===== src/rtl/sgc_consts.svh =====
// Offsets, field positions, reset values and limits of the global control bank
`ifndef SGC_CONSTS_SVH
`define SGC_CONSTS_SVH

// ----------------------------------------------------------------
// Register indices (byte address is four times the index)
// ----------------------------------------------------------------
`define SGC_IDX_FBC     6'h04
`define SGC_IDX_VPM     6'h05

// ----------------------------------------------------------------
// Field positions
// ----------------------------------------------------------------
`define SGC_FBC_HUGE    2
`define SGC_FBC_CHKDIS  1
`define SGC_FBC_RSV     0
`define SGC_VPM_VLAN    7
`define SGC_VPM_IGMP    6
`define SGC_VPM_DIRECT  5
`define SGC_VPM_PRETAG  4
`define SGC_VPM_PRIO_HI 3
`define SGC_VPM_PRIO_LO 2
`define SGC_VPM_TAGMASK 1
`define SGC_VPM_SNIFF   0

// ----------------------------------------------------------------
// Reset values and writable bits
// ----------------------------------------------------------------
`define SGC_FBC_RST     8'h00
`define SGC_FBC_WMASK   8'h07
`define SGC_VPM_RST     8'h00

// ----------------------------------------------------------------
// Frame limits, buffer reserve, scheduler ratios, port numbering
// ----------------------------------------------------------------
`define SGC_LEN_HUGE    11'h77c
`define SGC_LEN_NOCHK   11'h600
`define SGC_LEN_TAGGED  11'h5f2
`define SGC_LEN_UNTAG   11'h5ee
`define SGC_HP_RESERVE  6'h30
`define SGC_RATIO_10    4'ha
`define SGC_RATIO_5     4'h5
`define SGC_RATIO_2     4'h2
`define SGC_MII_PORT    3'h4

`endif


===== src/rtl/sgc_pkg.sv =====
// Types shared by the global control bank and its scheduler
package sgc_pkg;

    // Priority scheme codes
    typedef enum logic [1:0] {
        SGC_PRIO_STRICT = 2'h0,
        SGC_PRIO_R10    = 2'h1,
        SGC_PRIO_R5     = 2'h2,
        SGC_PRIO_R2     = 2'h3
    } sgc_prio_e;

endpackage


===== src/rtl/sgc_prio_sched.sv =====
// High/low priority output scheduler steered by the priority scheme field
`timescale 1ns/1ps
`default_nettype none
`include "sgc_consts.svh"

module sgc_prio_sched (
    // Clock, reset, enable
    input  wire logic              hclk,
    input  wire logic              hresetn,
    input  wire logic              ce,
    // Scheme from the control register
    input  wire sgc_pkg::sgc_prio_e scheme,
    // Queue state and grants
    input  wire logic              hi_pending,
    input  wire logic              lo_pending,
    input  wire logic              slot_free,
    output logic                   grant_hi,
    output logic                   grant_lo
);
    import sgc_pkg::*;

    logic [3:0] cnt_r;
    logic [3:0] cnt_nxt;
    logic [3:0] ratio;
    logic       ghi_r;
    logic       ghi_nxt;
    logic       glo_r;
    logic       glo_nxt;
    logic       hi_turn;

    // Ratio of high frames sent per low frame
    always_comb begin
        case (scheme)
            SGC_PRIO_R10: ratio = `SGC_RATIO_10;
            SGC_PRIO_R5:  ratio = `SGC_RATIO_5;
            SGC_PRIO_R2:  ratio = `SGC_RATIO_2;
            default:      ratio = 4'h0;
        endcase
    end

    // Grant choice; a scheme change applies to the next slot
    always_comb begin
        hi_turn = hi_pending && (scheme == SGC_PRIO_STRICT || !lo_pending || cnt_r < ratio);
        cnt_nxt = cnt_r;
        ghi_nxt = 1'b0;
        glo_nxt = 1'b0;
        if (slot_free && hi_turn) begin
            ghi_nxt = 1'b1;
            if (cnt_r < ratio) begin
                cnt_nxt = cnt_r + 4'h1;
            end
        end else if (slot_free && lo_pending) begin
            glo_nxt = 1'b1;
            cnt_nxt = 4'h0;
        end
    end

    // Scheduler state
    always_ff @(posedge hclk or negedge hresetn) begin
        if (!hresetn) begin
            cnt_r <= 4'h0;
            ghi_r <= 1'b0;
            glo_r <= 1'b0;
        end else if (ce) begin
            cnt_r <= cnt_nxt;
            ghi_r <= ghi_nxt;
            glo_r <= glo_nxt;
        end
    end

    assign grant_hi = ghi_r;
    assign grant_lo = glo_r;
endmodule
`default_nettype wire


===== src/rtl/sgc_regs.sv =====
// Global switch control bank: frame size, buffers, VLAN, snoop, forward, mirror
// Contract
// Check disabled: accept frames up to 1536
// Check on: 1522 tagged, 1518 untagged
// CPU special-tag frames skip tagged limit
// Drop frames longer than selected limit
// Reserve bit gives 48 high-priority buffers
// Software should set reserve with priority queues
// VLAN bit turns tag-based VLAN on/off
// Software fills VLAN table before enabling
// IGMP snoop forwards IGMP to MII port
// Direct mode forwards port 5 by preamble
// Pre-tag marks MII egress with source port
// Scheme 00 always sends high first
// Schemes 01/10/11 give ratios 10,5,2 to 1
// Tag mask: VID low five bits pick ports
// Sniff set: mirror when both ports match
// Sniff clear: mirror when either matches
// Software uses either-match for receive-only mirror
// Huge bit: accept 1916, overrides check bit
// Control bits act on next frames
`timescale 1ns/1ps
`default_nettype none
`include "sgc_consts.svh"

module sgc_regs (
    // Clock, reset, enable
    input  wire logic        hclk,
    input  wire logic        hresetn,
    input  wire logic        ce,
    // AHB-Lite slave
    input  wire logic        hsel,
    input  wire logic [7:0]  haddr,
    input  wire logic [1:0]  htrans,
    input  wire logic        hwrite,
    input  wire logic [2:0]  hsize,
    input  wire logic [31:0] hwdata,
    input  wire logic        hready,
    output logic             hreadyout,
    output logic [31:0]      hrdata,
    output logic             hresp,
    // Strap pin sampled after reset
    input  wire logic        size_limit_strap_pin,
    // Frame size check
    input  wire logic        len_req,
    input  wire logic [10:0] len_bytes,
    input  wire logic        len_tagged,
    input  wire logic        len_cpu_special_tag,
    output logic             len_done,
    output logic             len_drop,
    // Forwarding decision; ports 1..5 are mask bits 0..4
    input  wire logic        fwd_req,
    input  wire logic [2:0]  fwd_src_port,
    input  wire logic [4:0]  fwd_lookup_mask,
    input  wire logic [4:0]  fwd_preamble_mask,
    input  wire logic [11:0] fwd_vid,
    input  wire logic        fwd_tagged,
    input  wire logic        fwd_is_igmp,
    input  wire logic [4:0]  mon_rx_mask,
    input  wire logic [4:0]  mon_tx_mask,
    output logic             fwd_valid,
    output logic [4:0]       fwd_dest_mask,
    output logic             fwd_mirror,
    output logic             fwd_pretag,
    output logic [2:0]       fwd_pretag_port,
    // Output queue scheduler
    input  wire logic        q_hi_pending,
    input  wire logic        q_lo_pending,
    input  wire logic        q_slot_free,
    output logic             q_grant_hi,
    output logic             q_grant_lo,
    // Control levels to the switch core
    output logic             vlan_tag_mode_en,
    output logic [5:0]       hp_reserved_bufs
);
    import sgc_pkg::*;

    // ----------------------------------------------------------------
    // Declarations
    // ----------------------------------------------------------------
    logic [7:0]  fbc_r;
    logic [7:0]  fbc_nxt;
    logic [7:0]  vpm_r;
    logic [7:0]  vpm_nxt;
    logic        dp_wr_r;
    logic        dp_wr_nxt;
    logic        dp_fbc_r;
    logic        dp_fbc_nxt;
    logic        dp_vpm_r;
    logic        dp_vpm_nxt;
    logic [31:0] rdat_r;
    logic [31:0] rdat_nxt;
    logic [2:0]  strap_sync_r;
    logic [1:0]  fill_r;
    logic [1:0]  fill_nxt;
    logic        strap_done_r;
    logic        strap_done_nxt;
    logic        addr_ok;
    logic        hit_fbc;
    logic        hit_vpm;
    logic [10:0] limit;
    logic        ldone_r;
    logic        ldrop_r;
    logic        ldrop_nxt;
    logic [4:0]  dest;
    logic        rx_hit;
    logic        tx_hit;
    logic        fvalid_r;
    logic [4:0]  fdest_r;
    logic [4:0]  fdest_nxt;
    logic        fmir_r;
    logic        fmir_nxt;
    logic        fptag_r;
    logic        fptag_nxt;
    logic [2:0]  fpport_r;
    logic [2:0]  fpport_nxt;

    // ----------------------------------------------------------------
    // Bus slave and control registers
    // ----------------------------------------------------------------

    // Zero wait states; a low enable stalls the bus instead of losing a transfer
    assign hreadyout = ce;
    assign hresp     = 1'b0;
    assign hrdata    = rdat_r;

    assign addr_ok = hsel && htrans[1] && hready;
    assign hit_fbc = haddr[7:2] == `SGC_IDX_FBC;
    assign hit_vpm = haddr[7:2] == `SGC_IDX_VPM;

    // Strap pin synchroniser; only stages two and three are compared
    always_ff @(posedge hclk or negedge hresetn) begin
        if (!hresetn) begin
            strap_sync_r <= 3'h0;
        end else if (ce) begin
            strap_sync_r <= {strap_sync_r[1:0], size_limit_strap_pin};
        end
    end

    // Next register state; reads see a write landing at the same edge
    always_comb begin
        fbc_nxt        = fbc_r;
        vpm_nxt        = vpm_r;
        fill_nxt       = fill_r;
        strap_done_nxt = strap_done_r;
        dp_wr_nxt      = addr_ok && hwrite;
        dp_fbc_nxt     = addr_ok && hit_fbc;
        dp_vpm_nxt     = addr_ok && hit_vpm;
        rdat_nxt       = rdat_r;
        // Strap is caught once the pipeline has filled and settled
        if (fill_r != 2'h3) begin
            fill_nxt = fill_r + 2'h1;
        end else if (!strap_done_r && strap_sync_r[1] == strap_sync_r[2]) begin
            fbc_nxt[`SGC_FBC_CHKDIS] = strap_sync_r[2];
            strap_done_nxt           = 1'b1;
        end
        // Software write wins over the strap load
        if (dp_wr_r && dp_fbc_r) begin
            fbc_nxt = (fbc_nxt & ~`SGC_FBC_WMASK) | (hwdata[7:0] & `SGC_FBC_WMASK);
        end
        if (dp_wr_r && dp_vpm_r) begin
            vpm_nxt = hwdata[7:0];
        end
        // Unmapped reads return zero
        if (addr_ok && !hwrite) begin
            if (hit_fbc) begin
                rdat_nxt = {24'h0, fbc_nxt};
            end else if (hit_vpm) begin
                rdat_nxt = {24'h0, vpm_nxt};
            end else begin
                rdat_nxt = 32'h0;
            end
        end
    end

    // Register bank state
    always_ff @(posedge hclk or negedge hresetn) begin
        if (!hresetn) begin
            fbc_r        <= `SGC_FBC_RST;
            vpm_r        <= `SGC_VPM_RST;
            fill_r       <= 2'h0;
            strap_done_r <= 1'b0;
            dp_wr_r      <= 1'b0;
            dp_fbc_r     <= 1'b0;
            dp_vpm_r     <= 1'b0;
            rdat_r       <= 32'h0;
        end else if (ce) begin
            fbc_r        <= fbc_nxt;
            vpm_r        <= vpm_nxt;
            fill_r       <= fill_nxt;
            strap_done_r <= strap_done_nxt;
            dp_wr_r      <= dp_wr_nxt;
            dp_fbc_r     <= dp_fbc_nxt;
            dp_vpm_r     <= dp_vpm_nxt;
            rdat_r       <= rdat_nxt;
        end
    end

    // Core levels follow the registers directly, so no restart is needed
    assign vlan_tag_mode_en = vpm_r[`SGC_VPM_VLAN];
    assign hp_reserved_bufs = fbc_r[`SGC_FBC_RSV] ? `SGC_HP_RESERVE : 6'h00;

    // ----------------------------------------------------------------
    // Frame size check
    // ----------------------------------------------------------------

    // With the check on and huge off, special-tag frames from the CPU are held to the untagged limit
    always_comb begin
        if (fbc_r[`SGC_FBC_HUGE]) begin
            limit = `SGC_LEN_HUGE;
        end else if (fbc_r[`SGC_FBC_CHKDIS]) begin
            limit = `SGC_LEN_NOCHK;
        end else if (len_tagged && !len_cpu_special_tag) begin
            limit = `SGC_LEN_TAGGED;
        end else begin
            limit = `SGC_LEN_UNTAG;
        end
        ldrop_nxt = len_req ? (len_bytes > limit) : ldrop_r;
    end

    // Verdict registers
    always_ff @(posedge hclk or negedge hresetn) begin
        if (!hresetn) begin
            ldone_r <= 1'b0;
            ldrop_r <= 1'b0;
        end else if (ce) begin
            ldone_r <= len_req;
            ldrop_r <= ldrop_nxt;
        end
    end

    assign len_done = ldone_r;
    assign len_drop = ldrop_r;

    // ----------------------------------------------------------------
    // Forwarding, snooping and mirroring
    // ----------------------------------------------------------------

    // Direct mode beats tag mask, which beats the address lookup
    always_comb begin
        dest = fwd_lookup_mask;
        if (vpm_r[`SGC_VPM_DIRECT] && fwd_src_port == `SGC_MII_PORT) begin
            dest = fwd_preamble_mask;
        end else if (vpm_r[`SGC_VPM_TAGMASK] && fwd_tagged) begin
            dest = fwd_vid[4:0];
        end
        if (vpm_r[`SGC_VPM_IGMP] && fwd_is_igmp) begin
            dest[`SGC_MII_PORT] = 1'b1;
        end
        rx_hit   = mon_rx_mask[fwd_src_port];
        tx_hit   = |(dest & mon_tx_mask);
        fdest_nxt  = fwd_req ? dest : fdest_r;
        fmir_nxt   = fmir_r;
        fptag_nxt  = fptag_r;
        fpport_nxt = fpport_r;
        if (fwd_req) begin
            // Both-match when sniff bit set, either-match otherwise
            fmir_nxt   = vpm_r[`SGC_VPM_SNIFF] ? (rx_hit && tx_hit) : (rx_hit || tx_hit);
            fptag_nxt  = vpm_r[`SGC_VPM_PRETAG] && dest[`SGC_MII_PORT];
            fpport_nxt = fwd_src_port;
        end
    end

    // Decision registers
    always_ff @(posedge hclk or negedge hresetn) begin
        if (!hresetn) begin
            fvalid_r <= 1'b0;
            fdest_r  <= 5'h00;
            fmir_r   <= 1'b0;
            fptag_r  <= 1'b0;
            fpport_r <= 3'h0;
        end else if (ce) begin
            fvalid_r <= fwd_req;
            fdest_r  <= fdest_nxt;
            fmir_r   <= fmir_nxt;
            fptag_r  <= fptag_nxt;
            fpport_r <= fpport_nxt;
        end
    end

    assign fwd_valid       = fvalid_r;
    assign fwd_dest_mask   = fdest_r;
    assign fwd_mirror      = fmir_r;
    assign fwd_pretag      = fptag_r;
    assign fwd_pretag_port = fpport_r;

    // ----------------------------------------------------------------
    // Output scheduler
    // ----------------------------------------------------------------
    sgc_prio_sched u_sched (
        .hclk       (hclk),
        .hresetn    (hresetn),
        .ce         (ce),
        .scheme     (sgc_prio_e'(vpm_r[`SGC_VPM_PRIO_HI:`SGC_VPM_PRIO_LO])),
        .hi_pending (q_hi_pending),
        .lo_pending (q_lo_pending),
        .slot_free  (q_slot_free),
        .grant_hi   (q_grant_hi),
        .grant_lo   (q_grant_lo)
    );
endmodule
`default_nettype wire


===== config.mk =====
export PLATFORM = sky130hd
export DESIGN_NAME = sgc_regs
export DESIGN_NICKNAME = d
export VERILOG_FILES = /design/src/rtl/sgc_pkg.sv /design/src/rtl/sgc_prio_sched.sv /design/src/rtl/sgc_regs.sv
export VERILOG_INCLUDE_DIRS = /design/src /design/src/rtl
export SDC_FILE = /design/constraint.sdc
export NUM_CORES = 1
export LEC_CHECK = 0
export ABC_CLOCK_PERIOD_IN_PS = 3550
export BUFFER_PORTS_ARGS = -buffer_cell sky130_fd_sc_hd__clkbuf_2
export CAP_MARGIN = 20
export CORE_ASPECT_RATIO = 0.8
export CORE_MARGIN = 4
export CORE_UTILIZATION = 49
export CTS_CLUSTER_SIZE = 28
export DETAILED_ROUTE_END_ITERATION = 6
export PLACE_DENSITY = 0.87
export SLEW_MARGIN = 20
export SYNTH_ARGS = -nofsm -noshare
export SYNTH_HDL_FRONTEND = slang
export SYNTH_HIERARCHICAL = 1
export SYNTH_SLANG_ARGS = --single-unit

===== constraint.sdc =====
create_clock -name hclk -period 3.55 [get_ports hclk]
set_input_delay 0.71 -clock hclk [delete_from_list [all_inputs] [get_ports hclk]]
set_output_delay 0.71 -clock hclk [all_outputs]
set_load 0.03 [all_outputs]

==> results.py <==
metrics = {
    "die": {
        "start_util": 0.5059,
        "num_rows": 25,
        "die_y_um": 78.06,
        "ios": 163,
        "core-area_um2": 5943,
        "die_area_um2": 7461,
        "die_w_um": 95.58,
    },
    "routing": {
        "wl_um": 7371,
        "drc": 0,
        "wl_per_cell_um": 15.32,
        "via_per_inst": 5.318,
        "vias": 2558,
        "postRouteAntennaNets": 0,
        "initialDrtViolationCount": 128,
        "drtPass1Iterations": 4,
    },
    "global_route": {
        "grt.busiest_layer": "met2",
        "track_usage": 0.2002,
        "antenna_found_initial": 0,
        "overflow": 0,
        "grt_pass1_vias": 2518,
        "grt_first_pass_wirelength_um": 12060,
        "gr-usage-met3": 0.04023,
        "grt_start_max_net_pins": 38,
        "grt_use_met2": 0.3289,
        "grt.met1_usage": 0.2686,
    },
    "power": {
        "irDropWorstVdd_uv": 295.4,
        "powerDensity_nw_per_um2": 424.5,
        "p_total_mw": 1.511,
        "power_leakage_nw": 1.832,
    },
    "timing": {
        "final_hold_viol_count": 0,
        "post-route-period-util": 0.6454,
        "finalCriticalPeriod_ns": 2.291,
        "drv_slew": 0,
        "max_freq_ghz": 0.4365,
        "setup_tns_ns": 0,
        "maxSlewHeadroom": 0.3763,
        "setup_viol": 0,
        "grt_setup_unrepaired": "false",
        "clock-skew-final_ns": 0.005542,
        "tightest_slew_ns": 0.9355,
        "whs_ns": 0.4886,
    },
    "clock_tree": {
        "cts_resized": 0,
        "cts_setup_buffers": 0,
        "clock-sinks": 47,
        "cts_hold_buf": 0,
        "clock_path_buffers": 2,
        "insertion_delay_ns": 0.29,
        "ctsRootBufferMaster": "clkbuf_8",
        "clkTransAtPathRegs_ns": 0.09,
        "cts_htree_levels": 2,
        "cts_tree": "yes",
        "cts_inserted_buffers": 5,
    },
    "job": {
        "cap_violations": 0,
    },
    "setup_path": {
        "cp.arrival_ns": 2.46,
        "crit_type": "in2reg",
        "crit_path_start_kind": "primary input",
        "critPathRequiredTime_ns": 3.72,
        "path_max_fanout": 13,
        "critPathCaptureType": "flip-flop",
    },
    "synth": {
        "synth_cell_types": 54,
        "synth_area_per_cell_um2": 9.794,
        "ys_top_cells_by_count": "47 x dfrtp_1, 32 x buf_4, 32 x nand2_1",
        "synth_seq_area_share": 0.3912,
        "synth_top_area_frac": 0.3912,
        "ys_top_cells_by_area": "dfrtp_1 39%, buf_4 8.0%, mux2_2 6.7%",
        "yosysMostFrequentCell": "dfrtp_1",
        "postSynthCellCount": 307,
        "synth_area_leader_cell": "dfrtp_1",
        "async_flop_share": 1.000,
        "synth_seq_cells": 47,
        "synth_edf_count": 0,
        "yosysWarnings": 6,
        "ys.flop_type": "dfrtp_1",
        "synth.cell_area_um2": 3007,
    },
    "min_path": {
        "hold_path_class": "reg2reg",
    },
    "final_layout": {
        "syn2layout_area_growth_pct": 18.35,
        "regArea_um2": 1176,
        "fillCellCount": 505,
        "num_antenna_cells": 0,
        "final_core_util": 0.5987,
        "fin_nets": 520,
        "drive_gt1_frac": 0.3425,
        "multi_input_area_um2": 1597,
    },
    "status": {
        "run_status": "finished, final reports clean",
    },
    "place": {
        "dp_hpwl_um": 5872,
        "numPortBuffers": 96,
        "gp_congestion": 0.8920,
    },
}
layout make-up:
| class | count | share of cell area |
|---|---|---|
| sequential | 47 | 0.3305 |
| multi-input combinational | 232 | 0.4487 |
| clock inverter | 2 | 0.01688 |
| tap | 81 | 0.02848 |
| inverter | 15 | 0.01582 |
| timing repair buffer | 98 | 0.1392 |
| clock buffer | 6 | 0.02039 |
cell usage in the layout, fill, tap and decap left out, types with 2 or more instances in the layout:
cell       netlist  final
a211oi_1         6      6
a21o_1           2      2
a21oi_1          7      7
a22o_1           2      2
a311oi_1         2      2
a31oi_1          5      5
and2_1           2      2
and3_1           3      3
and3_2           3      3
buf_4           32      2
bufinv_16        0      2
clkbuf_2         0     96
clkbuf_8         0      5
conb_1           1     29
dfrtp_1         47     47
ha_1            14     14
inv_1           15     15
mux2_2          18     18
mux2i_1          8      8
nand2_1         32     32
nand2b_1         2      2
nand3_1         12     12
nand4_1          7      7
nor2_1           9      9
nor2b_1          2      2
o2111ai_1        2      2
o211ai_1         6      6
o211ai_2         2      2
o21ai_0         23     23
o21ai_1          2      2
o22ai_1          3      3
o31ai_1          3      3
o41ai_1          2      2
or4_1            3      3
xor2_1           2      2
per-stage QoR:
stage	area (µm²)	worst slack, ns	instances
after floorplan	3112	1.577	335
after global placement	3426	1.081	473
after detailed placement	3426	0.9905	473
after CTS	3558	1.317	481
after global routing	3558	1.163	481
final	3558	1.259	481
final timing paths:
path	startpoint	endpoint	slack, ns	depth (start not counted)
setup / recovery	fwd_src_port[0]	fwd_mirror	1.26	6
max in group asynchronous	hresetn	fwd_valid	2.30	2
setup reg to reg	vpm_r[2]	u_sched/grant_hi	1.40	6
hold reg to reg	fwd_dest_mask[1]	fwd_dest_mask[1]	0.49	2
min in group asynchronous	hresetn	fwd_dest_mask[3]	0.54	1
hold / removal	fwd_dest_mask[1]	fwd_dest_mask[1]	0.49	2
worst max-delay path, stage by stage:
cell and delay, ns:
clkbuf_2 0.13, nand4bb_1 0.50, o31ai_1 0.48, o211ai_1 0.14
a2111oi_1 0.41, a311oi_1 0.09
report_power, final:
group          internal (mW)  switching (mW)
Combinational          0.162           0.256
Clock                  0.281           0.175
Sequential             0.589          0.0486
routing by layer:
layer  part of all wire  up-vias
li1                   -     1247
met1               0.42     1224
met2               0.52       75
met3              0.051       12
met4              0.015        0
met5                  0        -
flip-flops by register name, summed over array words and instances, names as in the netlist, 2 cells and up:
signal and flops:
fbc_r 3, fill_r 2, fwd_dest_mask 5, fwd_pretag_port 3, hrdata 8, strap_sync_r 3, u_sched/cnt_r 4, vpm_r 8
logic make-up after synthesis:
group	Yosys count	share of synthesized area
other	1	0.001247
flip-flops	47	0.3912
adder cells (fa/ha/maj)	14	0.05826
AND/OR/NAND/NOR	85	0.1556
XOR/XNOR	2	0.005827
multiplexers	27	0.1015
AO/OA/AOI/OAI	75	0.1735
buffers and inverters	56	0.1128
No activity file was read; power rests on OpenSTA's default activity.
